$ cat config.mk
export PLATFORM = sky130hd
export DESIGN_NAME = rtr_core
export DESIGN_NICKNAME = d
export VERILOG_FILES = /design/src/verilog/rtr_pkg.sv /design/src/verilog/rtr_core.sv
export SDC_FILE = /design/constraint.sdc
export NUM_CORES = 1
export LEC_CHECK = 0
export BUFFER_PORTS_ARGS = -buffer_cell sky130_fd_sc_hd__buf_2
export CAP_MARGIN = 20
export CELL_PAD_IN_SITES_DETAIL_PLACEMENT = 1
export CELL_PAD_IN_SITES_GLOBAL_PLACEMENT = 2
export CORE_UTILIZATION = 40
export CTS_CLUSTER_SIZE = 40
export DETAILED_ROUTE_END_ITERATION = 7
export PLACE_DENSITY_LB_ADDON = 0.1
export SLEW_MARGIN = 30
export SYNTH_ARGS = -nofsm -noshare
export SYNTH_HDL_FRONTEND = slang
export SYNTH_SLANG_ARGS = --single-unit
export TNS_END_PERCENT = 100
$ cat constraint.sdc
create_clock -name CLK -period 8.4 [get_ports CLK]
set_clock_uncertainty 0.1 [all_clocks]
set_input_delay 1.26 -clock CLK [delete_from_list [all_inputs] [get_ports CLK]]
set_output_delay 1.26 -clock CLK [all_outputs]
set_load 0.02 [all_outputs]
$ cat src/verilog/rtr_pkg.sv
// shared constants, types and register map of the remote temperature result block
package rtr_pkg;
   localparam int ADDR_W = 10;
   localparam int DATA_W = 32;
   localparam int TEMP_W = 10;
   localparam int CORR_W = 8;
   localparam int IDX_W = 8;
   localparam int CHAN_N = 3;

   // register indices; byte address is four times the index
   localparam logic [IDX_W-1:0] IDX_REMOTE1_VALUE = 8'h25;
   localparam logic [IDX_W-1:0] IDX_LOCAL_VALUE = 8'h26;
   localparam logic [IDX_W-1:0] IDX_REMOTE2_VALUE = 8'h27;
   localparam logic [IDX_W-1:0] IDX_REMOTE1_CORR = 8'h70;
   localparam logic [IDX_W-1:0] IDX_LOCAL_CORR = 8'h71;
   localparam logic [IDX_W-1:0] IDX_REMOTE2_CORR = 8'h72;
   localparam logic [IDX_W-1:0] IDX_CONFIG2 = 8'h73;
   localparam logic [IDX_W-1:0] IDX_EXT_RES = 8'h77;
   localparam int BYTE_SEL_W = 2;

   localparam int CFG2_AVG_OFF_BIT = 4;
   localparam int EXT_REMOTE1_LSB = 2;
   localparam int EXT_LOCAL_LSB = 4;
   localparam int EXT_REMOTE2_LSB = 6;
   localparam int EXT_FIELD_W = 2;

   localparam logic [CORR_W-1:0] CORR_RESET = 8'h00;
   localparam logic [7:0] CONFIG2_RESET = 8'h00;
   localparam logic [TEMP_W-1:0] TEMP_RESET = 10'h000;
   localparam logic [DATA_W-1:0] READ_ZERO = 32'h0000_0000;

   localparam int AVG_LOG2 = 4;  // 16 conversions per averaged result

   typedef enum logic [1:0] {
      BIAS_BASE = 2'h0,
      BIAS_FIRST_CURRENT_MULTIPLE = 2'h1,
      BIAS_SECOND_CURRENT_MULTIPLE = 2'h2
   } rtr_bias_t;

   typedef enum logic [1:0] {
      CH_REMOTE1 = 2'h0,
      CH_LOCAL = 2'h1,
      CH_REMOTE2 = 2'h2
   } rtr_chan_t;

   typedef enum logic [4:0] {
      ST_IDLE = 5'h01,
      ST_CONV1 = 5'h02,
      ST_CONV2 = 5'h04,
      ST_ACCUM = 5'h08,
      ST_STORE = 5'h10
   } rtr_state_t;

   typedef struct packed {
      logic read;
      logic write;
      logic [ADDR_W-1:0] address;
      logic [DATA_W-1:0] writedata;
   } rtr_avs_req_t;

   typedef struct packed {
      logic start;
      rtr_chan_t channel;
      rtr_bias_t bias;
   } rtr_afe_ctl_t;

   typedef struct packed {
      logic done;
      logic [TEMP_W-1:0] data;
   } rtr_afe_res_t;
endpackage
$ cat src/verilog/rtr_core.sv
// remote temperature sequencing, averaging, offset correction and register slave
// What this block does
// - A remote reading converts with bias toggled base/first multiple, then base/second multiple, and combines both differences.
// - Sixteen conversions of a channel are averaged before its value register is written.
// - Results are 10-bit twos complement: upper eight bits in the value register, two low bits in the extended resolution register.
// - Each stored result has the channel's 8-bit signed correction added automatically.
// - One correction step weighs half a degree, twice the quarter-degree result step.
// - Corrections for remote 1, local and remote 2 sit at indices 0x70, 0x71, 0x72 and reset to zero.
// - Reading the extended resolution register freezes the value registers until each has been read.
// - Bit four of configuration register 2 turns averaging off, so each update is one conversion.
`timescale 1ns/1ps
module rtr_core #(
   parameter int AVG_SHIFT = rtr_pkg::AVG_LOG2,
   parameter int COMB_W1 = 2,
   parameter int COMB_W2 = 1,
   parameter int COMB_SHIFT = 0
) (
   input wire logic CLK,
   input wire logic RESETN,
   input wire rtr_pkg::rtr_avs_req_t AVS_REQ,
   output logic [rtr_pkg::DATA_W-1:0] AVS_READDATA,
   output logic AVS_WAITREQUEST,
   output rtr_pkg::rtr_afe_ctl_t AFE_CTL,
   input wire rtr_pkg::rtr_afe_res_t AFE_RES
);
   import rtr_pkg::*;

   localparam int ACC_W = TEMP_W + AVG_SHIFT;
   localparam int WIDE_W = 16;
   localparam int CNT_W = AVG_SHIFT + 1;
   localparam logic [CNT_W-1:0] CNT_ONE = CNT_W'(1);
   localparam logic [CNT_W-1:0] CNT_FULL = CNT_W'(1 << AVG_SHIFT);

   generate
      if (AVG_SHIFT < 1 || AVG_SHIFT > 5 || COMB_W1 < 1 || COMB_W1 > 7 ||
          COMB_W2 < 0 || COMB_W2 > 7 || COMB_SHIFT < 0 || COMB_SHIFT > 3) begin : g_bad
         $error("rtr_core: unsupported parameter value");
      end
   endgenerate

   typedef struct packed {
      rtr_state_t st;
      rtr_chan_t chan;
      logic [CNT_W-1:0] cnt;
      logic signed [ACC_W-1:0] acc;
      logic signed [TEMP_W-1:0] dv1;
      logic [CHAN_N-1:0][TEMP_W-1:0] temp;
      logic [CHAN_N-1:0][CORR_W-1:0] corr;
      logic [7:0] config2;
      logic freeze;
      logic [CHAN_N-1:0] seen;
      logic ack;
      logic [DATA_W-1:0] rdata;
      logic start;
      logic chop;
   } rtr_regs_t;

   rtr_regs_t r;
   rtr_regs_t next_r;

   function automatic logic [IDX_W-1:0] reg_index(input logic [ADDR_W-1:0] addr);
      reg_index = addr[ADDR_W-1:BYTE_SEL_W];
   endfunction

   function automatic logic signed [TEMP_W-1:0] sat_temp(input logic signed [WIDE_W-1:0] v);
      logic signed [WIDE_W-1:0] hi;
      logic signed [WIDE_W-1:0] lo;
      hi = WIDE_W'(signed'({1'b0, {(TEMP_W-1){1'b1}}}));
      lo = -hi - WIDE_W'(1);
      if (v > hi) begin
         sat_temp = TEMP_W'(hi);
      end else if (v < lo) begin
         sat_temp = TEMP_W'(lo);
      end else begin
         sat_temp = TEMP_W'(v);
      end
   endfunction

   function automatic logic [DATA_W-1:0] read_mux(input rtr_regs_t s, input logic [IDX_W-1:0] idx);
      logic [7:0] ext;
      ext = 8'h00;
      ext[EXT_REMOTE1_LSB +: EXT_FIELD_W] = s.temp[CH_REMOTE1][EXT_FIELD_W-1:0];
      ext[EXT_LOCAL_LSB +: EXT_FIELD_W] = s.temp[CH_LOCAL][EXT_FIELD_W-1:0];
      ext[EXT_REMOTE2_LSB +: EXT_FIELD_W] = s.temp[CH_REMOTE2][EXT_FIELD_W-1:0];
      case (idx)
         IDX_REMOTE1_VALUE: read_mux = DATA_W'(s.temp[CH_REMOTE1][TEMP_W-1:EXT_FIELD_W]);
         IDX_LOCAL_VALUE: read_mux = DATA_W'(s.temp[CH_LOCAL][TEMP_W-1:EXT_FIELD_W]);
         IDX_REMOTE2_VALUE: read_mux = DATA_W'(s.temp[CH_REMOTE2][TEMP_W-1:EXT_FIELD_W]);
         IDX_REMOTE1_CORR: read_mux = DATA_W'(s.corr[CH_REMOTE1]);
         IDX_LOCAL_CORR: read_mux = DATA_W'(s.corr[CH_LOCAL]);
         IDX_REMOTE2_CORR: read_mux = DATA_W'(s.corr[CH_REMOTE2]);
         IDX_CONFIG2: read_mux = DATA_W'(s.config2);
         IDX_EXT_RES: read_mux = DATA_W'(ext);
         default: read_mux = READ_ZERO;
      endcase
   endfunction

   logic [IDX_W-1:0] idx;
   logic rd_done;
   logic wr_done;
   logic avg_off;
   logic [CNT_W-1:0] target;
   logic signed [WIDE_W-1:0] comb;
   logic signed [TEMP_W-1:0] sample;
   logic signed [TEMP_W-1:0] mean;
   logic signed [WIDE_W-1:0] corr_q;
   logic [CHAN_N-1:0] seen_now;

   assign AVS_WAITREQUEST = (AVS_REQ.read | AVS_REQ.write) & ~r.ack;
   assign AVS_READDATA = r.rdata;

   // bias alternates between the base current and the active multiple while a remote channel converts; local stays at base
   always_comb begin
      AFE_CTL.start = r.start;
      AFE_CTL.channel = r.chan;
      AFE_CTL.bias = BIAS_BASE;
      if (r.chop && r.chan != CH_LOCAL) begin
         if (r.st == ST_CONV1) begin
            AFE_CTL.bias = BIAS_FIRST_CURRENT_MULTIPLE;
         end else if (r.st == ST_CONV2) begin
            AFE_CTL.bias = BIAS_SECOND_CURRENT_MULTIPLE;
         end
      end
   end

   always_comb begin
      next_r = r;
      next_r.start = 1'b0;
      next_r.chop = 1'b0;
      idx = reg_index(AVS_REQ.address);
      rd_done = AVS_REQ.read & r.ack;
      wr_done = AVS_REQ.write & r.ack;
      avg_off = r.config2[CFG2_AVG_OFF_BIT];
      target = avg_off ? CNT_ONE : CNT_FULL;
      comb = WIDE_W'((WIDE_W'(signed'(r.dv1)) * COMB_W1 -
                      WIDE_W'(signed'(AFE_RES.data)) * COMB_W2) >>> COMB_SHIFT);
      sample = (r.chan == CH_LOCAL) ? signed'(AFE_RES.data) : sat_temp(comb);
      mean = avg_off ? TEMP_W'(r.acc) : TEMP_W'(r.acc >>> AVG_SHIFT);
      corr_q = WIDE_W'(signed'(r.corr[r.chan])) <<< 1;
      seen_now = r.seen;

      // register slave: answer one cycle after the request appears
      next_r.ack = (AVS_REQ.read | AVS_REQ.write) & ~r.ack;
      if ((AVS_REQ.read | AVS_REQ.write) && !r.ack) begin
         next_r.rdata = read_mux(r, idx);
      end
      if (wr_done) begin
         case (idx)
            IDX_REMOTE1_CORR: next_r.corr[CH_REMOTE1] = AVS_REQ.writedata[CORR_W-1:0];
            IDX_LOCAL_CORR: next_r.corr[CH_LOCAL] = AVS_REQ.writedata[CORR_W-1:0];
            IDX_REMOTE2_CORR: next_r.corr[CH_REMOTE2] = AVS_REQ.writedata[CORR_W-1:0];
            IDX_CONFIG2: next_r.config2 = AVS_REQ.writedata[7:0];
            default: next_r.config2 = r.config2;
         endcase
      end
      if (rd_done) begin
         case (idx)
            IDX_REMOTE1_VALUE: seen_now[CH_REMOTE1] = 1'b1;
            IDX_LOCAL_VALUE: seen_now[CH_LOCAL] = 1'b1;
            IDX_REMOTE2_VALUE: seen_now[CH_REMOTE2] = 1'b1;
            default: seen_now = r.seen;
         endcase
      end
      next_r.seen = seen_now;
      if (r.freeze && (&seen_now)) begin
         next_r.freeze = 1'b0;
      end
      // freeze from the cycle the low bits are latched, so no store slips in between
      if (AVS_REQ.read && !r.ack && idx == IDX_EXT_RES) begin
         next_r.freeze = 1'b1;
         next_r.seen = '0;
      end

      // conversion sequencer
      case (r.st)
         ST_IDLE: begin
            next_r.start = 1'b1;
            next_r.st = ST_CONV1;
         end
         ST_CONV1: begin
            next_r.chop = ~r.chop;
            if (AFE_RES.done) begin
               next_r.dv1 = AFE_RES.data;
               if (r.chan == CH_LOCAL) begin
                  next_r.st = ST_ACCUM;
               end else begin
                  next_r.start = 1'b1;
                  next_r.chop = 1'b0;
                  next_r.st = ST_CONV2;
               end
            end
         end
         ST_CONV2: begin
            next_r.chop = ~r.chop;
            if (AFE_RES.done) begin
               next_r.acc = r.acc + ACC_W'(sample);
               next_r.cnt = r.cnt + CNT_ONE;
               next_r.st = (r.cnt + CNT_ONE >= target) ? ST_STORE : ST_IDLE;
            end
         end
         ST_ACCUM: begin
            next_r.acc = r.acc + ACC_W'(signed'(r.dv1));
            next_r.cnt = r.cnt + CNT_ONE;
            next_r.st = (r.cnt + CNT_ONE >= target) ? ST_STORE : ST_IDLE;
         end
         ST_STORE: begin
            if (!next_r.freeze) begin
               next_r.temp[r.chan] = sat_temp(WIDE_W'(mean) + corr_q);
            end
            next_r.acc = '0;
            next_r.cnt = '0;
            next_r.chan = (r.chan == CH_REMOTE2) ? CH_REMOTE1 : rtr_chan_t'(r.chan + 2'h1);
            next_r.st = ST_IDLE;
         end
         default: next_r.st = ST_IDLE;
      endcase
   end

   always_ff @(posedge CLK or negedge RESETN) begin
      if (!RESETN) begin
         r.st <= ST_IDLE;
         r.chan <= CH_REMOTE1;
         r.cnt <= '0;
         r.acc <= '0;
         r.dv1 <= TEMP_RESET;
         r.temp <= {CHAN_N{TEMP_RESET}};
         r.corr <= {CHAN_N{CORR_RESET}};
         r.config2 <= CONFIG2_RESET;
         r.freeze <= 1'b0;
         r.seen <= '0;
         r.ack <= 1'b0;
         r.rdata <= READ_ZERO;
         r.start <= 1'b0;
         r.chop <= 1'b0;
      end else begin
         r <= next_r;
      end
   end
endmodule // rtr_core

# After elaboration in Yosys (flattened, before gate mapping)
# Cells that the tools add are included.
[word_totals] reg_bits=137 input_bits=57 output_inout_bits=38 word_cells=109
[classes] addsub=6 magnitude_cmp=7 eq_ne=18 n_mux=36 bitwise=7 n_reduce_logical=17
[ops] operator="$mux W10" n=9
[ops] operator="$pmux W8 S8" n=1
[ops] operator="$pmux W19 S3" n=1
[ops] operator="$eq A8 B7 Y1 const B" n=5
[ops] operator="$bwmux W30" n=1
[ops] operator="$add A14 B10 Y14" n=2
[ops] operator="$eq A8 B6 Y1 const B" n=3
[ops] operator="$demux W10 S2" n=1
[ops] operator="$mux W5" n=4
[ops] operator="$pmux W5 S4" n=1
[ops] operator="$mux W19" n=1
[ops] operator="$bmux W8 S2" n=1
[ops] operator="$reduce_and A2 Y1" n=8
[ops] operator="$gt A12 B10 Y1 const B" n=1
[ops] operator="$lt A12 B10 Y1 const B" n=1
[ops] operator="$mux W2" n=6
[ops] operator="$sub A11 B10 Y12" n=1
[ops] operator="$add A10 B9 Y11" n=1
[ops] operator="$gt A11 B10 Y1 const B" n=1
[ops] operator="$lt A11 B10 Y1 const B" n=1
[ops] operator="$mux W4" n=2
[ops] operator="$mux W8" n=1
[ops] operator="$logic_and A1 B1 Y1" n=6
[ops] operator="$add A5 B1 Y5 const B" n=1
[ops] operator="other kinds (22)" n=31

# Logic depth before layout (Yosys ltp)
[depth] ltp_word=10 depth_mapped=21 ltp_nobuf=21

# Worst setup path before layout
# OpenSTA, ideal clock, no wires.
[synth_timing] path_type="input port to flip-flop" startpoint="in AFE_RES[4] (netlist bit)" endpoint="reg r[124] (netlist bit)" setup_ns=0.128 t_arrival_ns=5.057 t_required_ns=8.172 path_slack_ns=3.115 stages=18 n_path_buf=0 cell_sequence="inv_1 ha_1 a21o_1 or4_1 o211a_1 o31ai_1 a221oi_1 nor4_4 a211oi_1 ha_1 o211ai_1 o211ai_1 nand2_1 o311ai_0 a31oi_1 xor2_1 a21oi_1 o22ai_1"
[synth_between] elab_chain_cells=8 word_cells_on_any_way=9 classes_between="add/sub: 2; order compare: 2; mux: 5"
[synth_rtl] item="start, declared" line_no="rtr_core.sv:24" source="input wire rtr_pkg::rtr_afe_res_t AFE_RES"
[synth_rtl] item="$sub A11 B10 Y12" line_no="rtr_core.sv:135" source="comb = WIDE_W'((WIDE_W'(signed'(r.dv1)) * COMB_W1 -"
[synth_rtl] item="$lt A12 B10 Y1" line_no="rtr_core.sv:72" source="end else if (v < lo) begin"
[synth_rtl] item="$mux W10" line_no="rtr_core.sv:72"
[synth_rtl] item="$mux W10" line_no="rtr_core.sv:70" source="if (v > hi) begin"
[synth_rtl] item="$mux W10 *" line_no="rtr_core.sv:137" source="sample = (r.chan == CH_LOCAL) ? signed'(AFE_RES.data) : sat_temp(comb);"
[synth_rtl] item="$add A14 B10 Y14 *" line_no="rtr_core.sv:196" source="next_r.acc = r.acc + ACC_W'(sample);"
[synth_rtl] item="$mux W19 *" line_no="rtr_core.sv:195" source="if (AFE_RES.done) begin"
[synth_rtl] item="$pmux W19 S3 *" line_no="rtr_core.sv:175" source="case (r.st)"
[synth_rtl] item="end signal, assigned" line_no="rtr_core.sv:236" source="r <= next_r;"
[synth_rtl] item="end, declared" line_no="rtr_core.sv:58" source="rtr_regs_t r;"
# Mark *: on every way between the ends. The rest lies on a longest branch, timed or not. The select of a mux whose other input is x is not followed.
# A chain may end at the register's enable or synchronous reset.

# Worst setup path in the final report
# Ends and elaborated chain as after synthesis.

==> impl_results.md <==
* Status: complete, but fails checks
* Failing checks: design-rule violations
* CTS Buf Count at 17
* Vias in the first global route at 6,253
* Slew margin rel. at 38.2%
* Pwr per Cell Area at 314 mW/mm²
* Root buf cell: clkbuf_16
* VDD IR max at 168 µV
* Vias per cell at 5.61
* Slowest cell on crit path: nor4_4
* Crit Path Category: input port to flip-flop
* Final period util at 67.6%
* TritonCTS Sinks at 113
* Area of the multi-input gates at 0.00425 mm²
* Reg-to-Reg Start: r[104]
* CTS tree: done
* DIE AREA at 0.0192 mm²
* Initial antenna violation count at 0
* Row cnt at 49
* Leading cell type in the layout, fill and taps excluded: dfrtp_1
* Top-level port count at 95
* Final count of hold timing violations at 0
* Startpoint Class: input port
* Worst-skew pair later-pin latency at 420 ps
* CP max stage delay at 570 ps
* Tmin final at 5680 ps
* DP Cell Count at 1,010
* HP Class: flip-flop to flip-flop
* RSZ-0062 raised after global routing: no
* Synthesized area at 0.00746 mm²
* Residual DRC at 10
* Most frequent cells in the layout: dfrtp_1 (112), nand2_1 (87), o21ai_0 (62)
* Leakage at 0.00401 µW
* Post-synth ARST share at 100%
* Post-synthesis sequential area ratio at 37.9%
* Synth cell types at 66
* Worst hold start: r[0]
* Setup TNS Final at 0 ps
* First-pass GRT wire length at 33.3 mm
* CP Data Required Time at 8600 ps
* Final setup viols at 0
* Die X at 139 µm
* Crit path arrival time at 5880 ps
* Vias at 5,847
* PortBufs at 44
* Detailed-route wire length at 20.3 mm
* Hold Crit Depth at 1
* Total gr overflow at 0
* Share of cells above drive strength 1 at 20.2%
* CTS max path bufs at 2
* Synth warnings at 0
* Cells on worst reg2reg path at 17
* Register Area at 0.00283 mm²
* Critical-path maximum fanout at 9
* Yosys reg bits at 113
* Critical path capture point type: flip-flop
* Fmax at 176 MHz
* Hpwl dp at 14.9 mm
* R2R setup slack at 3320 ps
* Cells after synthesis at 771
* R2R Path End: r[124]
* P&R area growth vs syn at 11.8%
* Htree depth at 4
* RD Place Congestion at 0.859
* Dpl ws at 2290 ps
* Ant. Diodes at 0
* CP cell instances: buf_2 -> inv_1 -> ha_1 -> a21o_1 -> or4_1 -> o211a_1 -> o31ai_1 -> a221oi_1 -> nor4_4 -> a211oi_1 -> ha_1 -> o211ai_1 -> o211ai_1 -> nand2_1 -> o311ai_0 -> a31oi_1 -> xor2_1 -> a21oi_1 -> o22ai_1
* Core area at 0.0181 mm²
* Clock transition at the registers of the reported paths at 60 ps
* Max-cap check violation count at 0
* PnR worst setup slack at 2720 ps
* Fillers at 2,079
* Main synth FF type: dfrtp_1
* Chip Height at 139 µm
* Final Max Slew Viols at 0
* Number of synthesized flops with an enable pin at 0
* Initial core utilization at 41.1%
* Largest net degree at the start of global routing at 63
* Power consumption at 2620 µW
* Post_cts resized at 0
* Nets at 897
* Non-filler cells in the finished layout at 1,042
* WL per Instance at 19.5 µm
* # hold bufs at CTS at 0
* Worst-margin pin slew at 919 ps
* 1st-iter DRT viols at 278
* Mapped Avg Cell Area at 9.68 µm²
* Detail Route Antenna Nets at 0
* Total GRT Usage at 22.4%
* DR pass1 iterations at 7
* Hold Path Sink: r[0]
* Post-CTS Setup Bufs at 0
synthesized netlist by cell type, types with 16 or more instances:
cell type | count | area (µm²)
a21oi_1 | 37 | 185
buf_4 | 36 | 270
clkbuf_1 | 19 | 71.3
dfrtp_1 | 112 | 2800
ha_1 | 37 | 463
inv_1 | 24 | 90.1
mux2_2 | 48 | 541
mux2_4 | 24 | 360
nand2_1 | 87 | 327
nand3_1 | 22 | 110
nor2_1 | 48 | 180
o21ai_0 | 62 | 310
xnor2_1 | 16 | 140
logic make-up (layout without fill, tap and decap cells):
family	count (synthesis)	after routing	share of synthesized area [%]
buffers and inverters	86	105	6.36
and+or+nand+nor	220	220	14.1
xor gates and xnor gates	24	24	2.82
adders and majority gates	41	41	7.15
AOI/OAI and AO/OA	201	201	17.8
other	1	24	0.0503
muxes	85	85	13.8
DFF	113	113	37.9
state kept, by name, indices dropped and copies added (netlist names):
signal	flops
avg_off	1
AFE_CTL	3
AVS_READDATA	8
r	101
per-layer routing:
| metal | global-route usage (%) | up-vias | share of wire [%] |
|---|---|---|---|
| li1 | - | 2799 | - |
| met1 | 26.5 | 2942 | 44 |
| met4 | 8.40 | 0 | 2.0 |
| met5 | 0 | - | 0 |
| met3 | 4.59 | 23 | 2.7 |
| met2 | 39.9 | 83 | 52 |
worst max-delay path by stage:
| stage | startpoint | endpoint | slack, ps |
|---|---|---|---|
| global placement | AFE_RES[4] | r[124] | 2350 |
| global route | AFE_RES[4] | r[124] | 2500 |
| finish | AFE_RES[4] | r[124] | 2720 |
| CTS | AFE_RES[4] | r[124] | 2740 |
| detailed placement | AFE_RES[4] | r[124] | 2290 |
| floorplan | AFE_RES[4] | r[124] | 3110 |
final cells by class:
type | instances | share of cell area (%)
clock inverter | 12 | 2.16
sequential | 113 | 33.9
multi-input combinational | 595 | 50.9
timing repair buffer | 49 | 3.12
clock buffer | 20 | 5.36
tap | 229 | 3.44
inverter | 24 | 1.08
metrics by stage:
step                util [%]  hold WS (ps)  instance area (µm²)
CTS                     46.0           331                 8340
finish                  46.0           329                 8340
global route            46.0           345                 8340
global placement        42.5           314                 7710
floorplan                  -           299                 7550
detailed placement      42.5           319                 7710
power by group:
| group | leakage [µW] | switching (µW) | internal [µW] |
|---|---|---|---|
| combinational | 0.00221 | 672 | 486 |
| sequential | 0.00151 | 74.1 | 616 |
| clock | 0.000289 | 268 | 505 |
critical path, delay by kind of cell:
family                   cells  cell delay [ps]
adder cells (fa/ha/maj)      2              690
AND/OR/NAND/NOR              3             1160
AO/OA/AOI/OAI               11             2440
buffers and inverters        2              150
XOR/XNOR                     1              180
Power figures use the tool's default switching activity.
